$ cat src/design/msi_defines.svh
// Register indices, field positions, vectors and reset values of the status and interrupt unit
`ifndef MSI_DEFINES_SVH
`define MSI_DEFINES_SVH

// Register indices; byte address is four times the index
`define MSI_IDX_STATUS 10'h00A
`define MSI_IDX_CTRL0 10'h00B
`define MSI_IDX_CTRL1 10'h01E

// Status register fields
`define MSI_ST_CARRY 0
`define MSI_ST_HALF 1
`define MSI_ST_ZERO 2
`define MSI_ST_WRAP 3
`define MSI_ST_PDOWN 4
`define MSI_ST_WDOG 5

// Primary control register fields
`define MSI_C0_GIE 0
`define MSI_C0_EXT_EN 1
`define MSI_C0_T0_EN 2
`define MSI_C0_T1_EN 3
`define MSI_C0_EXT_P 4
`define MSI_C0_T0_P 5
`define MSI_C0_T1_P 6

// Secondary control register fields
`define MSI_C1_CONV_EN 0
`define MSI_C1_CONV_P 4

// Entry vectors
`define MSI_VEC_EXT 12'h004
`define MSI_VEC_T0 12'h008
`define MSI_VEC_T1 12'h00C
`define MSI_VEC_CONV 12'h010

// Sizes and reset values
`define MSI_PC_W 12
`define MSI_STACK_DEPTH 6
`define MSI_REG_RST 8'h00
`define MSI_PIN_IDLE 1'b1

`endif

$ cat src/design/msi_pkg.sv
// Types shared by the status and interrupt unit
package msi_pkg;

    typedef enum logic [2:0] {
        MSI_ALU_ADD,
        MSI_ALU_ADC,
        MSI_ALU_SUB,
        MSI_ALU_SBC,
        MSI_ALU_AND,
        MSI_ALU_OR,
        MSI_ALU_XOR,
        MSI_ALU_RLC
    } msi_alu_op_t;

    typedef enum logic {
        MSI_PWR_RUN,
        MSI_PWR_DOWN
    } msi_pwr_t;

endpackage

$ cat src/design/msi_stack_mem.sv
// Return address memory with registered read data
`timescale 1ns/100ps
module msi_stack_mem #(
    parameter int WIDTH = 12,
    parameter int DEPTH = 6,
    parameter int AW = 3
) (
    // Clock
    input wire logic clk_sys,
    // Write side
    input wire logic we,
    input wire logic [AW-1:0] waddr,
    input wire logic [WIDTH-1:0] wdata,
    // Read side
    input wire logic [AW-1:0] raddr,
    output logic [WIDTH-1:0] rdata
);

    logic [WIDTH-1:0] mem_r [DEPTH];
    logic [WIDTH-1:0] rdata_r;

    generate
        if (DEPTH < 1 || DEPTH > (1 << AW)) begin : g_bad_param
            $error("msi_stack_mem: DEPTH must be 1 to 2**AW");
        end
    endgenerate

    // No reset on the array; entries are only read after being written
    always_ff @(posedge clk_sys) begin
        if (we) begin
            mem_r[waddr] <= wdata;
        end
        rdata_r <= mem_r[raddr];
    end

    assign rdata = rdata_r;

endmodule

$ cat src/design/msi_unit.sv
// Status flags, vectored interrupt control and return stack of the 8-bit core
//
// Notes on behaviour
// - Carry sets on add carry-out or subtract no-borrow; rotate through carry updates it.
// - Half carry sets on low-nibble carry in add or no nibble borrow in subtract.
// - Zero flag sets when an arithmetic or logic result is zero.
// - Wrap flag sets when carry into top bit differs from carry out.
// - Bus writes to status never change power-down or watchdog-expired flags.
// - Power-down flag clears on reset or watchdog clear, sets on power-down instruction.
// - Watchdog-expired clears on reset, watchdog clear or power-down; sets on time-out.
// - Only the program counter is pushed on entry or call, never status.
// - Primary control bits 0..3: global, pin, timer 0, timer 1 enables.
// - Primary control bits 4..6: pin, timer 0, timer 1 pending; bit 7 reads 0.
// - Secondary control: conversion enable bit 0, pending bit 4, others read 0.
// - A falling edge on the external pin sets its pending flag.
// - Timer overflows set their own pending flags.
// - Conversion done sets the conversion pending flag.
// - Enabled pending source with global enable and room calls its vector.
// - Acknowledge clears that pending flag and the global enable.
// - Full stack withholds acknowledge, flag kept, until a return pops.
// - Flags latch while global enable is off; software may re-enable to nest.
// - Interrupt exit sets global enable; subroutine exit leaves it.
// - Requests are sampled and serviced on the phase-two strobe.
// - Priority: pin, timer 0, timer 1, conversion.
// - Pending flags hold until serviced or cleared by software.
// - Every source can wake the device from power-down.
// - A source already pending at power-down entry cannot wake.
// - Six-level return stack whose fullness gates acknowledge.
//
// Register access over APB was decided locally.
`timescale 1ns/100ps
`include "msi_defines.svh"
module msi_unit #(
    parameter int PC_W = `MSI_PC_W,
    parameter int STACK_DEPTH = `MSI_STACK_DEPTH
) (
    // Clock and reset
    input wire logic clk_sys,
    input wire logic nrst,
    // APB slave
    input wire logic psel,
    input wire logic penable,
    input wire logic pwrite,
    input wire logic [11:0] paddr,
    input wire logic [31:0] pwdata,
    output logic [31:0] prdata,
    output logic pready,
    output logic pslverr,
    // Core sequencer
    input wire logic phase_two_clock,
    input wire logic [PC_W-1:0] core_pc,
    input wire logic call_push,
    input wire logic isr_exit,
    input wire logic subroutine_exit,
    input wire logic halt_exec,
    input wire logic watchdog_clear_instruction,
    input wire logic watchdog_timeout,
    // Arithmetic operations
    input wire logic alu_go,
    input wire msi_pkg::msi_alu_op_t alu_op,
    input wire logic [7:0] alu_a,
    input wire logic [7:0] alu_b,
    output logic [7:0] alu_result,
    output logic [7:0] status_flags,
    // Request sources
    input wire logic ext_irq_n,
    input wire logic timer0_ovf,
    input wire logic timer1_ovf,
    input wire logic conv_done,
    // Interrupt and stack answers
    output logic irq_take,
    output logic [PC_W-1:0] irq_vector,
    output logic [PC_W-1:0] ret_pc,
    output logic ret_pc_valid,
    output logic stack_full,
    output logic wake
);

    localparam int SP_W = $clog2(STACK_DEPTH);
    localparam int CNT_W = $clog2(STACK_DEPTH + 1);

    generate
        if (PC_W < 5 || STACK_DEPTH < 2 || STACK_DEPTH > 64) begin : g_bad_param
            $error("msi_unit: PC_W must be at least 5 and STACK_DEPTH 2 to 64");
        end
    endgenerate

    // Wrapping pointer steps over a non power-of-two depth
    function automatic logic [SP_W-1:0] ptr_inc(input logic [SP_W-1:0] p);
        ptr_inc = (p == SP_W'(STACK_DEPTH - 1)) ? '0 : p + SP_W'(1);
    endfunction

    function automatic logic [SP_W-1:0] ptr_dec(input logic [SP_W-1:0] p);
        ptr_dec = (p == '0) ? SP_W'(STACK_DEPTH - 1) : p - SP_W'(1);
    endfunction

    // Registers
    logic c_r, ac_r, z_r, ov_r, pdf_r, to_r;
    logic gie_r, ext_en_r, t0_en_r, t1_en_r, conv_en_r;
    logic ext_p_r, t0_p_r, t1_p_r, conv_p_r;
    logic [31:0] prdata_r;
    logic pready_r, pslverr_r;
    logic [7:0] alu_result_r;
    logic irq_take_r, ret_pc_valid_r, wake_r;
    logic [PC_W-1:0] irq_vector_r;
    logic ext_s1_r, ext_s2_r, ext_s3_r;
    logic [SP_W-1:0] top_r;
    logic [CNT_W-1:0] count_r;
    logic full_r;
    logic [3:0] wake_arm_r;
    msi_pkg::msi_pwr_t pwr_r;
    msi_pkg::msi_pwr_t pwr_nxt;

    // APB decode
    wire [9:0] word_idx = paddr[11:2];
    wire hit_status = (word_idx == `MSI_IDX_STATUS);
    wire hit_ctrl0 = (word_idx == `MSI_IDX_CTRL0);
    wire hit_ctrl1 = (word_idx == `MSI_IDX_CTRL1);
    wire hit_any = hit_status | hit_ctrl0 | hit_ctrl1;
    wire setup_ph = psel & ~penable;
    wire wr_done = psel & penable & pready_r & pwrite;
    wire wr_status = wr_done & hit_status;
    wire wr_ctrl0 = wr_done & hit_ctrl0;
    wire wr_ctrl1 = wr_done & hit_ctrl1;

    // Register images; unused bits read as zero
    wire [7:0] status_img = {2'b00, to_r, pdf_r, ov_r, z_r, ac_r, c_r};
    wire [7:0] ctrl0_img = {1'b0, t1_p_r, t0_p_r, ext_p_r, t1_en_r, t0_en_r, ext_en_r, gie_r};
    wire [7:0] ctrl1_img = {3'b000, conv_p_r, 3'b000, conv_en_r};
    wire [7:0] rd_byte = hit_status ? status_img :
                         hit_ctrl0 ? ctrl0_img :
                         hit_ctrl1 ? ctrl1_img : `MSI_REG_RST;

    // Arithmetic flag generation, subtraction as add of inverted operand
    wire is_sub = (alu_op == msi_pkg::MSI_ALU_SUB) | (alu_op == msi_pkg::MSI_ALU_SBC);
    wire is_arith = (alu_op == msi_pkg::MSI_ALU_ADD) | (alu_op == msi_pkg::MSI_ALU_ADC) | is_sub;
    wire is_logic = (alu_op == msi_pkg::MSI_ALU_AND) | (alu_op == msi_pkg::MSI_ALU_OR) |
                    (alu_op == msi_pkg::MSI_ALU_XOR);
    wire [7:0] opnd_b = is_sub ? ~alu_b : alu_b;
    wire cin = (alu_op == msi_pkg::MSI_ALU_ADC || alu_op == msi_pkg::MSI_ALU_SBC) ? c_r :
               (alu_op == msi_pkg::MSI_ALU_SUB);
    wire [8:0] sum9 = {1'b0, alu_a} + {1'b0, opnd_b} + {8'h00, cin};
    wire [4:0] sum_lo = {1'b0, alu_a[3:0]} + {1'b0, opnd_b[3:0]} + {4'h0, cin};
    wire [7:0] sum_7 = {1'b0, alu_a[6:0]} + {1'b0, opnd_b[6:0]} + {7'h00, cin};
    wire [7:0] logic_res = (alu_op == msi_pkg::MSI_ALU_AND) ? (alu_a & alu_b) :
                           (alu_op == msi_pkg::MSI_ALU_OR) ? (alu_a | alu_b) : (alu_a ^ alu_b);
    wire [7:0] rot_res = {alu_a[6:0], c_r};
    wire [7:0] alu_res = is_arith ? sum9[7:0] : (is_logic ? logic_res : rot_res);
    wire alu_c = is_arith ? sum9[8] : alu_a[7];
    wire alu_ac = sum_lo[4];
    wire alu_z = (alu_res == 8'h00);
    wire alu_ov = sum_7[7] ^ sum9[8];
    wire upd_c = alu_go & ~is_logic;
    wire upd_arith = alu_go & is_arith;
    wire upd_z = alu_go & (is_arith | is_logic);

    // External pin: two-stage synchroniser, then falling edge
    wire ext_fall = ext_s3_r & ~ext_s2_r;

    // Request selection and acknowledge
    wire [3:0] set_vec = {conv_done, timer1_ovf, timer0_ovf, ext_fall};
    wire [3:0] pend_vec = {conv_p_r, t1_p_r, t0_p_r, ext_p_r};
    wire [3:0] en_vec = {conv_en_r, t1_en_r, t0_en_r, ext_en_r};
    wire [3:0] req_vec = pend_vec & en_vec;
    wire full = full_r;
    wire core_stack_op = call_push | isr_exit | subroutine_exit;
    // Acknowledge waits for a strobe, room and a quiet stack port
    wire take = phase_two_clock & gie_r & ~full & ~core_stack_op & (|req_vec);
    wire [3:0] grant = req_vec & ~{req_vec[2:0] | {req_vec[1:0], 1'b0} | {req_vec[0], 2'b00}, 1'b0};
    wire [3:0] ack_vec = take ? grant : 4'h0;
    wire [11:0] vec_sel = grant[0] ? `MSI_VEC_EXT :
                          grant[1] ? `MSI_VEC_T0 :
                          grant[2] ? `MSI_VEC_T1 : `MSI_VEC_CONV;

    // Pending next: hardware set wins over software clear and acknowledge
    wire [3:0] sw_wr = {wr_ctrl1, wr_ctrl0, wr_ctrl0, wr_ctrl0};
    wire [3:0] sw_val = {pwdata[`MSI_C1_CONV_P], pwdata[`MSI_C0_T1_P], pwdata[`MSI_C0_T0_P], pwdata[`MSI_C0_EXT_P]};
    wire [3:0] pend_nxt = set_vec | (sw_wr & sw_val) | (~sw_wr & pend_vec & ~ack_vec);

    // Stack pointer movement; the core never pushes and pops together
    wire push = call_push | take;
    wire pop = isr_exit | subroutine_exit;
    wire [SP_W-1:0] rd_ptr = ptr_dec(top_r);
    // Count saturates both ways; full kept in a flop so the port is registered
    wire [CNT_W-1:0] count_nxt = push ? (full ? count_r : count_r + CNT_W'(1)) :
                                 pop ? ((count_r == '0) ? count_r : count_r - CNT_W'(1)) : count_r;

    msi_stack_mem #(
        .WIDTH(PC_W),
        .DEPTH(STACK_DEPTH),
        .AW(SP_W)
    ) u_stack (
        .clk_sys(clk_sys),
        .we(push),
        .waddr(top_r),
        .wdata(core_pc),
        .raddr(rd_ptr),
        .rdata(ret_pc)
    );

    // Wake while powered down once a freshly armed flag rises
    wire wake_hit = |(pend_vec & wake_arm_r);

    always_comb begin
        pwr_nxt = pwr_r;
        unique case (pwr_r)
            msi_pkg::MSI_PWR_RUN: begin
                if (halt_exec) begin
                    pwr_nxt = msi_pkg::MSI_PWR_DOWN;
                end
            end
            msi_pkg::MSI_PWR_DOWN: begin
                if (wake_hit || watchdog_timeout) begin
                    pwr_nxt = msi_pkg::MSI_PWR_RUN;
                end
            end
        endcase
    end

    // APB slave: one wait-free access phase
    always_ff @(posedge clk_sys or negedge nrst) begin
        if (!nrst) begin
            pready_r <= 1'b0;
            pslverr_r <= 1'b0;
            prdata_r <= 32'h0000_0000;
        end else begin
            pready_r <= setup_ph;
            pslverr_r <= setup_ph & ~hit_any;
            if (setup_ph) begin
                prdata_r <= {24'h00_0000, rd_byte};
            end
        end
    end

    // Arithmetic flags; an operation outranks a bus write in the same cycle
    always_ff @(posedge clk_sys or negedge nrst) begin
        if (!nrst) begin
            c_r <= 1'b0;
            ac_r <= 1'b0;
            z_r <= 1'b0;
            ov_r <= 1'b0;
            alu_result_r <= 8'h00;
        end else begin
            c_r <= upd_c ? alu_c : (wr_status ? pwdata[`MSI_ST_CARRY] : c_r);
            ac_r <= upd_arith ? alu_ac : (wr_status ? pwdata[`MSI_ST_HALF] : ac_r);
            z_r <= upd_z ? alu_z : (wr_status ? pwdata[`MSI_ST_ZERO] : z_r);
            ov_r <= upd_arith ? alu_ov : (wr_status ? pwdata[`MSI_ST_WRAP] : ov_r);
            if (alu_go) begin
                alu_result_r <= alu_res;
            end
        end
    end

    // Reset-cause flags, untouched by bus writes
    always_ff @(posedge clk_sys or negedge nrst) begin
        if (!nrst) begin
            pdf_r <= 1'b0;
            to_r <= 1'b0;
        end else begin
            pdf_r <= halt_exec | (pdf_r & ~watchdog_clear_instruction);
            to_r <= watchdog_timeout | (to_r & ~watchdog_clear_instruction & ~halt_exec);
        end
    end

    // Enables; acknowledge drops the global enable first
    always_ff @(posedge clk_sys or negedge nrst) begin
        if (!nrst) begin
            gie_r <= 1'b0;
            ext_en_r <= 1'b0;
            t0_en_r <= 1'b0;
            t1_en_r <= 1'b0;
            conv_en_r <= 1'b0;
        end else begin
            if (take) begin
                gie_r <= 1'b0;
            end else if (isr_exit) begin
                gie_r <= 1'b1;
            end else if (wr_ctrl0) begin
                gie_r <= pwdata[`MSI_C0_GIE];
            end
            if (wr_ctrl0) begin
                ext_en_r <= pwdata[`MSI_C0_EXT_EN];
                t0_en_r <= pwdata[`MSI_C0_T0_EN];
                t1_en_r <= pwdata[`MSI_C0_T1_EN];
            end
            if (wr_ctrl1) begin
                conv_en_r <= pwdata[`MSI_C1_CONV_EN];
            end
        end
    end

    // Pending flags and pin synchroniser
    always_ff @(posedge clk_sys or negedge nrst) begin
        if (!nrst) begin
            ext_p_r <= 1'b0;
            t0_p_r <= 1'b0;
            t1_p_r <= 1'b0;
            conv_p_r <= 1'b0;
            ext_s1_r <= `MSI_PIN_IDLE;
            ext_s2_r <= `MSI_PIN_IDLE;
            ext_s3_r <= `MSI_PIN_IDLE;
        end else begin
            ext_p_r <= pend_nxt[0];
            t0_p_r <= pend_nxt[1];
            t1_p_r <= pend_nxt[2];
            conv_p_r <= pend_nxt[3];
            ext_s1_r <= ext_irq_n;
            ext_s2_r <= ext_s1_r;
            ext_s3_r <= ext_s2_r;
        end
    end

    // Stack pointer and call answers; a push on a full stack overwrites the oldest entry
    always_ff @(posedge clk_sys or negedge nrst) begin
        if (!nrst) begin
            top_r <= '0;
            count_r <= '0;
            full_r <= 1'b0;
            irq_take_r <= 1'b0;
            irq_vector_r <= '0;
            ret_pc_valid_r <= 1'b0;
        end else begin
            if (push) begin
                top_r <= ptr_inc(top_r);
            end else if (pop) begin
                top_r <= rd_ptr;
            end
            count_r <= count_nxt;
            full_r <= (count_nxt == CNT_W'(STACK_DEPTH));
            irq_take_r <= take;
            if (take) begin
                irq_vector_r <= PC_W'(vec_sel);
            end
            ret_pc_valid_r <= pop;
        end
    end

    // Power-down tracking and wake pulse
    always_ff @(posedge clk_sys or negedge nrst) begin
        if (!nrst) begin
            pwr_r <= msi_pkg::MSI_PWR_RUN;
            wake_arm_r <= 4'h0;
            wake_r <= 1'b0;
        end else begin
            pwr_r <= pwr_nxt;
            if (pwr_r == msi_pkg::MSI_PWR_RUN && halt_exec) begin
                wake_arm_r <= ~pend_vec;
            end
            wake_r <= (pwr_r == msi_pkg::MSI_PWR_DOWN) & wake_hit;
        end
    end

    // Outputs
    assign prdata = prdata_r;
    assign pready = pready_r;
    assign pslverr = pslverr_r;
    assign alu_result = alu_result_r;
    assign status_flags = status_img;
    assign irq_take = irq_take_r;
    assign irq_vector = irq_vector_r;
    assign ret_pc_valid = ret_pc_valid_r;
    assign stack_full = full;
    assign wake = wake_r;

endmodule

$ cat config.mk
export PLATFORM = sky130hd
export DESIGN_NAME = msi_unit
export DESIGN_NICKNAME = d
export VERILOG_FILES = /design/src/design/msi_pkg.sv /design/src/design/msi_stack_mem.sv /design/src/design/msi_unit.sv
export VERILOG_INCLUDE_DIRS = /design/src /design/src/design
export SDC_FILE = /design/constraint.sdc
export NUM_CORES = 1
export LEC_CHECK = 0
export BUFFER_PORTS_ARGS = -buffer_cell sky130_fd_sc_hd__buf_4
export CELL_PAD_IN_SITES_DETAIL_PLACEMENT = 1
export CELL_PAD_IN_SITES_GLOBAL_PLACEMENT = 1
export CORE_ASPECT_RATIO = 1.1
export CORE_MARGIN = 1.5
export CORE_UTILIZATION = 25
export CTS_CLUSTER_SIZE = 14
export DETAILED_ROUTE_END_ITERATION = 16
export GPL_ROUTABILITY_DRIVEN = 0
export PLACE_DENSITY = 0.6
export RECOVER_POWER = 50
export SETUP_SLACK_MARGIN = 0.5
export SLEW_MARGIN = 20
export SYNTH_ARGS = -nofsm -noshare
export SYNTH_HDL_FRONTEND = slang
export SYNTH_HIERARCHICAL = 1
export SYNTH_SLANG_ARGS = --single-unit
$ cat constraint.sdc
create_clock -name clk_sys -period 2.5 [get_ports clk_sys]
set_clock_uncertainty 0.15 [all_clocks]
set_input_delay 0.125 -clock clk_sys [delete_from_list [all_inputs] [get_ports clk_sys]]
set_output_delay 0.125 -clock clk_sys [all_outputs]
set_load 0.1 [all_outputs]
# [Word level (Yosys, flattened, before mapping)]
# Memory sizes are Yosys's and may differ from the RTL's. A register that Yosys moved wholly into a read port is not among the register bits.
# Cells that the tools add are included.
[word_totals] mem_bits_rw=72 latchBits=0 out_inout_bits=78 memories=1 reg_bits=63 word_cells=167 in_bits=92 rom_bits=0
[op_classes] n_reduce_logical=14 n_addsub=10 eq_ne=11 bitwise=62 shifts=0 mul=0 magnitude_cmp=0 div=0 mux=38
[mem_list] memory="u_stack.mem_r" words=6 word_bits=12 rd=1 rd_clocked_by_memory_dff=1 write_ports=1 line="msi_stack_mem.sv:19" source="logic [WIDTH-1:0] mem_r [DEPTH];"
[ops] cell="$mux 8" count=5
[ops] cell="$and 4x4->4" count=6
[ops] cell="$mux 3" count=8
[ops] cell="$and 1x1->1" count=20
[ops] cell="$eq 10x4->1 const B" count=2
[ops] cell="$mux 5" count=4
[ops] cell="$mux 1" count=17
[ops] cell="$not 4->4" count=4
[ops] cell="$eq 3x3->1 const B" count=5
[ops] cell="$mux 7" count=2
[ops] cell="$or 1x1->1" count=14
[ops] cell="$eq 10x5->1 const B" count=1
[ops] cell="$add 8x8->9" count=1
[ops] cell="$add 9x1->9" count=1
[ops] cell="$logic_not 3->1" count=3
[ops] cell="$not 1->1" count=9
[ops] cell="$add 7x7->8" count=1
[ops] cell="$add 8x1->8" count=1
[ops] cell="$and 8x8->8" count=1
[ops] cell="$logic_not 8->1" count=1
[ops] cell="$not 8->8" count=1
[ops] cell="$or 4x4->4" count=2
[ops] cell="$or 8x8->8" count=1
[ops] cell="$reduce_bool 2->1" count=4
[ops] cell="other kinds (15)" count=21

# [Longest topological paths before layout]
[depth] word_depth=9 depth_mapped=13 ltp_nobuf=12

# [Modules after synthesis]
# Netlist, hierarchy kept.
[by_module_without_submodules] mod="msi_unit" n_inst=1 cells_per_inst=408 seq_area_each_um2=1330.0 area_each_um2=3781.1
[by_module_without_submodules] mod="msi_stack_mem" n_inst=1 cells_per_inst=163 seq_area_each_um2=2402.3 area_each_um2=3054.2

# [Worst setup path before layout]
# OpenSTA, ideal clock, no wires.
[synth_path] kind="reg-to-reg" startpoint="reg full_r (netlist: stack_full)" endpoint="mem u_stack.mem_r[0][0] (enable)" period_less_slack_ps=3176 slack_ps=-676 t_required_ps=1954 arrival_time_ps=2630 stages_incl_launch_ff=8 setup_time_ps=396 cell_sequence="dfrtp_1 > nand4bb_1 > a211o_1 > inv_1 > nor2_1 > inv_1 > nand2b_1 > nor3_1"
[synth_between] elab_chain_cells=7
[synth_lines] item="from (decl)" line="msi_unit.sv:109" source="logic full_r;"
[synth_lines] item="from (signal assigned)" line="msi_unit.sv:329" source="full_r <= (count_nxt == CNT_W'(STACK_DEPTH));"
[synth_lines] item="$not 1->1" line="msi_unit.sv:168" source="wire take = phase_two_clock & gie_r & ~full & ~core_stack_op & (|req_vec);"
[synth_lines] item="$and 1x1->1 (3 in series)" line="msi_unit.sv:168"
[synth_lines] item="net take" line="msi_unit.sv:168"
[synth_lines] item="$or 1x1->1" line="msi_unit.sv:181" source="wire push = call_push | take;"
[synth_lines] item="net push" line="msi_unit.sv:181"
[synth_lines] item="$mux 1" line="msi_stack_mem.sv:30" source="if (we) begin"
[synth_lines] item="$mux 1 (implied by the code)" line="msi_stack_mem.sv:31" source="mem_r[waddr] <= wdata;"
[synth_lines] item="to (decl)" line="msi_stack_mem.sv:19"
# The timed path passes the listed nets, and every way through them passes these cells.

# [Final worst setup path]
[layout_path] startpoint="reg c_r" endpoint="reg z_r"
[layout_between] elab_chain_cells=5 elab_cells_between_ends=6 classes_between="1 x add/sub; 4 x mux; 1 x reduce/logical"
[layout_lines] item="from (decl)" line="msi_unit.sv:98" source="logic c_r, ac_r, z_r, ov_r, pdf_r, to_r;"
[layout_lines] item="from (signal assigned)" line="msi_unit.sv:244" source="c_r <= upd_c ? alu_c : (wr_status ? pwdata[`MSI_ST_CARRY] : c_r);"
[layout_lines] item="$mux 1" line="msi_unit.sv:140" source="wire cin = (alu_op == msi_pkg::MSI_ALU_ADC || alu_op == msi_pkg::MSI_ALU_SBC) ? c_r :"
[layout_lines] item="$add 9x1->9" line="msi_unit.sv:142" source="wire [8:0] sum9 = {1'b0, alu_a} + {1'b0, opnd_b} + {8'h00, cin};"
[layout_lines] item="$mux 8 (*)" line="msi_unit.sv:148" source="wire [7:0] alu_res = is_arith ? sum9[7:0] : (is_logic ? logic_res : rot_res);"
[layout_lines] item="$logic_not 8->1 (*)" line="msi_unit.sv:151" source="wire alu_z = (alu_res == 8'h00);"
[layout_lines] item="$mux 1 (*)" line="msi_unit.sv:246" source="z_r <= upd_z ? alu_z : (wr_status ? pwdata[`MSI_ST_ZERO] : z_r);"
[layout_lines] item="to (signal assigned)" line="msi_unit.sv:246"
[layout_lines] item="to (decl)" line="msi_unit.sv:98"
# Mark *: on every way between the ends. The rest lies on a longest branch, timed or not.
# A chain may end at the register's enable or synchronous reset.

==> results.cfg <==
[timing]
setup_viol = 2
maxSlewHeadroom_pct = 3.89
whs_ns = 0.0278
fmax_mhz = 382
min_period_ns = 2.62
rsz0062_at_grt = yes
final-hold-violation-count = 0
slew_viol_final = 0
worst_slew_pin_slew_ns = 1.44
setup-tns-final_ns = -0.192
fin_crit_sh_pct = 105
timing.final.ws_setup_ns = -0.115

[worst_hold_path]
hold_path.class = in2reg
worstHoldStart = paddr[4]

[clock_tree]
cts_tree = yes
clkTransAtPathRegs_ns = 0.07
h-tree-depth = 4
cts_buffers = 17
clock_sinks = 137
clockBufferDepth = 2
clock_latency_ns = 0.42
cts.root.buffer_cell = clkbuf_16

[pwr]
seq_power_share_pct = 29.7
powerDensity_nw_per_um2 = 1040
p_leak_nw = 4.20
comb_power_share_pct = 46.7
switching_share_pct = 42.9
p_total_mw = 10.1
p_int_mw = 5.76
power_frac_clock_pct = 23.6
p_sw_mw = 4.34
vdd_ir_drop_max_uv = 574

[die]
num_rows = 63
ios = 170
die_h_um = 176
core_area_um2 = 26900
fp.dieArea_um2 = 28300
start_util_pct = 25.4
die-width_um = 161

[synth]
synth_cells = 571
synthesis.area_um2 = 6840
synth-edff-count = 72
avgSynthCellArea_um2 = 12.0
yosysWarnings = 6
synth.distinct_cells = 62
ys_seq_elements = 137
synth_ff_type = edfxtp_1
ys_seq_area_share_pct = 54.6
ys_async_sr_fraction_pct = 38.7

[layout]
nFillCells = 2943
postLayoutCoreUtil_pct = 36.3
drive_above_1_share_pct = 34.1
finalNonFillerCells = 1157
syn_to_final_growth_pct = 42.6
multi_input_comb_area_um2 = 3000
final_cell_mix = buf_4, edfxtp_1, dfrtp_1
antennaDiodeCount = 0
nets = 909
regArea_um2 = 3740
fin_area_um2 = 9750
mostFrequentLayoutCell = buf_4

[routing]
wl_per_cell_um = 16.0
drtIter0Drc = 197
drc = 0
wirelength_um = 18500
dr_total_vias = 5015
firstDrtPassIters = 5
route.antenna.remaining_nets = 0
vias_per_cell = 4.33

[critical_path]
worstSetupPathType = reg2reg
start_kind = register
timing.critical_path.required_ns = 2.72
critical_path_arrival_ns = 2.83
crit-reg2reg-launch = c_r
end_kind = register
cp_max_fo = 2
cp-startpoint = c_r

[global_routing]
grt_pass1_vias = 5217
grt_max_degree = 54
antenna_found_initial = 0
grt_pass1_wl_um = 28400
track_usage_pct = 13.2
grt_overflow_total = 0

[run_status]
failed_checks = negative setup slack
status = complete, but fails checks

[placed_design]
dp_slack_ns = -0.161
placed_area_um2 = 8430
io_buffers = 106
dp.cells = 1062
dp_hpwl_um = 13300

[flow_run]
maxCapViolCount = 0
## cell families (layout without fill, tap and decap cells)
group / after synthesis / in the layout / share of synthesized area, %
buffers and inverters: 108 / 302 / 8.90
and+or+nand+nor: 107 / 107 / 7.21
adders and majority gates: 30 / 30 / 5.71
other: 1 / 36 / 0.0549
AOI/OAI and AO/OA: 113 / 113 / 11.1
muxes: 64 / 64 / 11.1
DFF: 137 / 137 / 54.6
xor gates and xnor gates: 11 / 11 / 1.41
## cell usage after synthesis (2+ instances only)
cell type   n  area (um^2)
or2_2       2         12.5
nand2b_1    7         43.8
a211o_1     3         26.3
fa_1        2         40.0
inv_1      46          173
buf_6       2         22.5
o221ai_1    2         17.5
o31a_1      4         35.0
nor3_1      5         25.0
o41ai_1     2         17.5
a21boi_0    4         30.0
ha_1       28          350
mux2_2      8         90.1
a21o_1      2         15.0
mux4_2      8          180
dfrtp_1    50         1250
nor2b_1     3         18.8
and2_1      2         12.5
a311oi_1    2         17.5
o21a_1      5         37.5
o31ai_1     5         37.5
clkbuf_1   11         41.3
xnor2_1    11         96.3
a22o_1     14          123
buf_4      42          315
dfxtp_1    12          240
nor4_1      2         12.5
o211ai_1    3         22.5
nor2_1     30          113
o21ai_0    20          100
o2111ai_1   2         17.5
edfxtp_1   72         2160
buf_1       3         11.3
nand3_1     5         25.0
a21oi_1    32          160
nand2_1    42          158
a22oi_1     3         22.5
a31oi_1     2         12.5
o22ai_1     2         12.5
dfstp_2     3         78.8
mux2i_1    47          470
## what timing repair did
action / CTS / global route
hold buffers: 34 / 0
endpoints found under the hold margin: 152 / 0
resized for setup: 45 / 25
buffers inserted: 17 / 12
pin swaps: 21 / 18
setup endpoints to repair: 100 / 98
## metal layers
layer	vias up	track usage [%]	share of wire, %
met5	-	0	0
met4	0	3.62	0.83
met3	12	3.05	3.8
met2	93	23.9	53
met1	2500	15.5	43
li1	2410	-	-
## final timing paths
kind | endpoint | slack (ns) | cells after the start
setup / recovery | z_r | -0.12 | 12
hold / removal | prdata[1] | 0.03 | 4
setup reg to reg | z_r | -0.12 | 12
hold reg to reg | ext_s2_r | 0.21 | 0
max in group asynchronous | stack_full | 0.71 | 2
min in group asynchronous | ov_r | 0.44 | 2
## critical path: stages, from the launching register on
cell	delay [ns]
dfrtp_1	0.39
mux2_4	0.27
nand2_2	0.07
fa_2	0.20
inv_2	0.04
fa_2	0.37
xnor2_1	0.20
nor2_1	0.08
a21oi_2	0.13
o2111ai_1	0.12
nor4b_2	0.24
buf_4	0.15
a41o_1	0.16
## sequential cells by signal, indices dropped and copies added, names as in the netlist, 3 cells and up
| register | flops |
|---|---|
| prdata | 7 |
| u_stack/rdata | 12 |
| wake_arm_r | 4 |
| top_r | 3 |
| count_r | 3 |
| u_stack/mem_r | 72 |
| alu_result | 8 |
| irq_vector | 3 |
## power groups by stage
stage,Clock [mW],Combinational [mW],Sequential (mW)
after floorplan,0,2.11,4.16
after global placement,0,4.29,3.02
after detailed placement,0,4.34,3.04
after CTS,2.46,4.63,3.00
after global routing,2.56,5.00,3.04
final,2.39,4.72,3.00
## layout make-up
cell class                 instances  share of cell area (%)
inverter                          46                    1.85
clock buffer                      18                    4.40
timing repair buffer             224                    18.7
tap                              357                    4.58
sequential                       137                    38.3
clock inverter                    14                    1.31
multi-input combinational        361                    30.8
(Power assumes the default switching activity.)
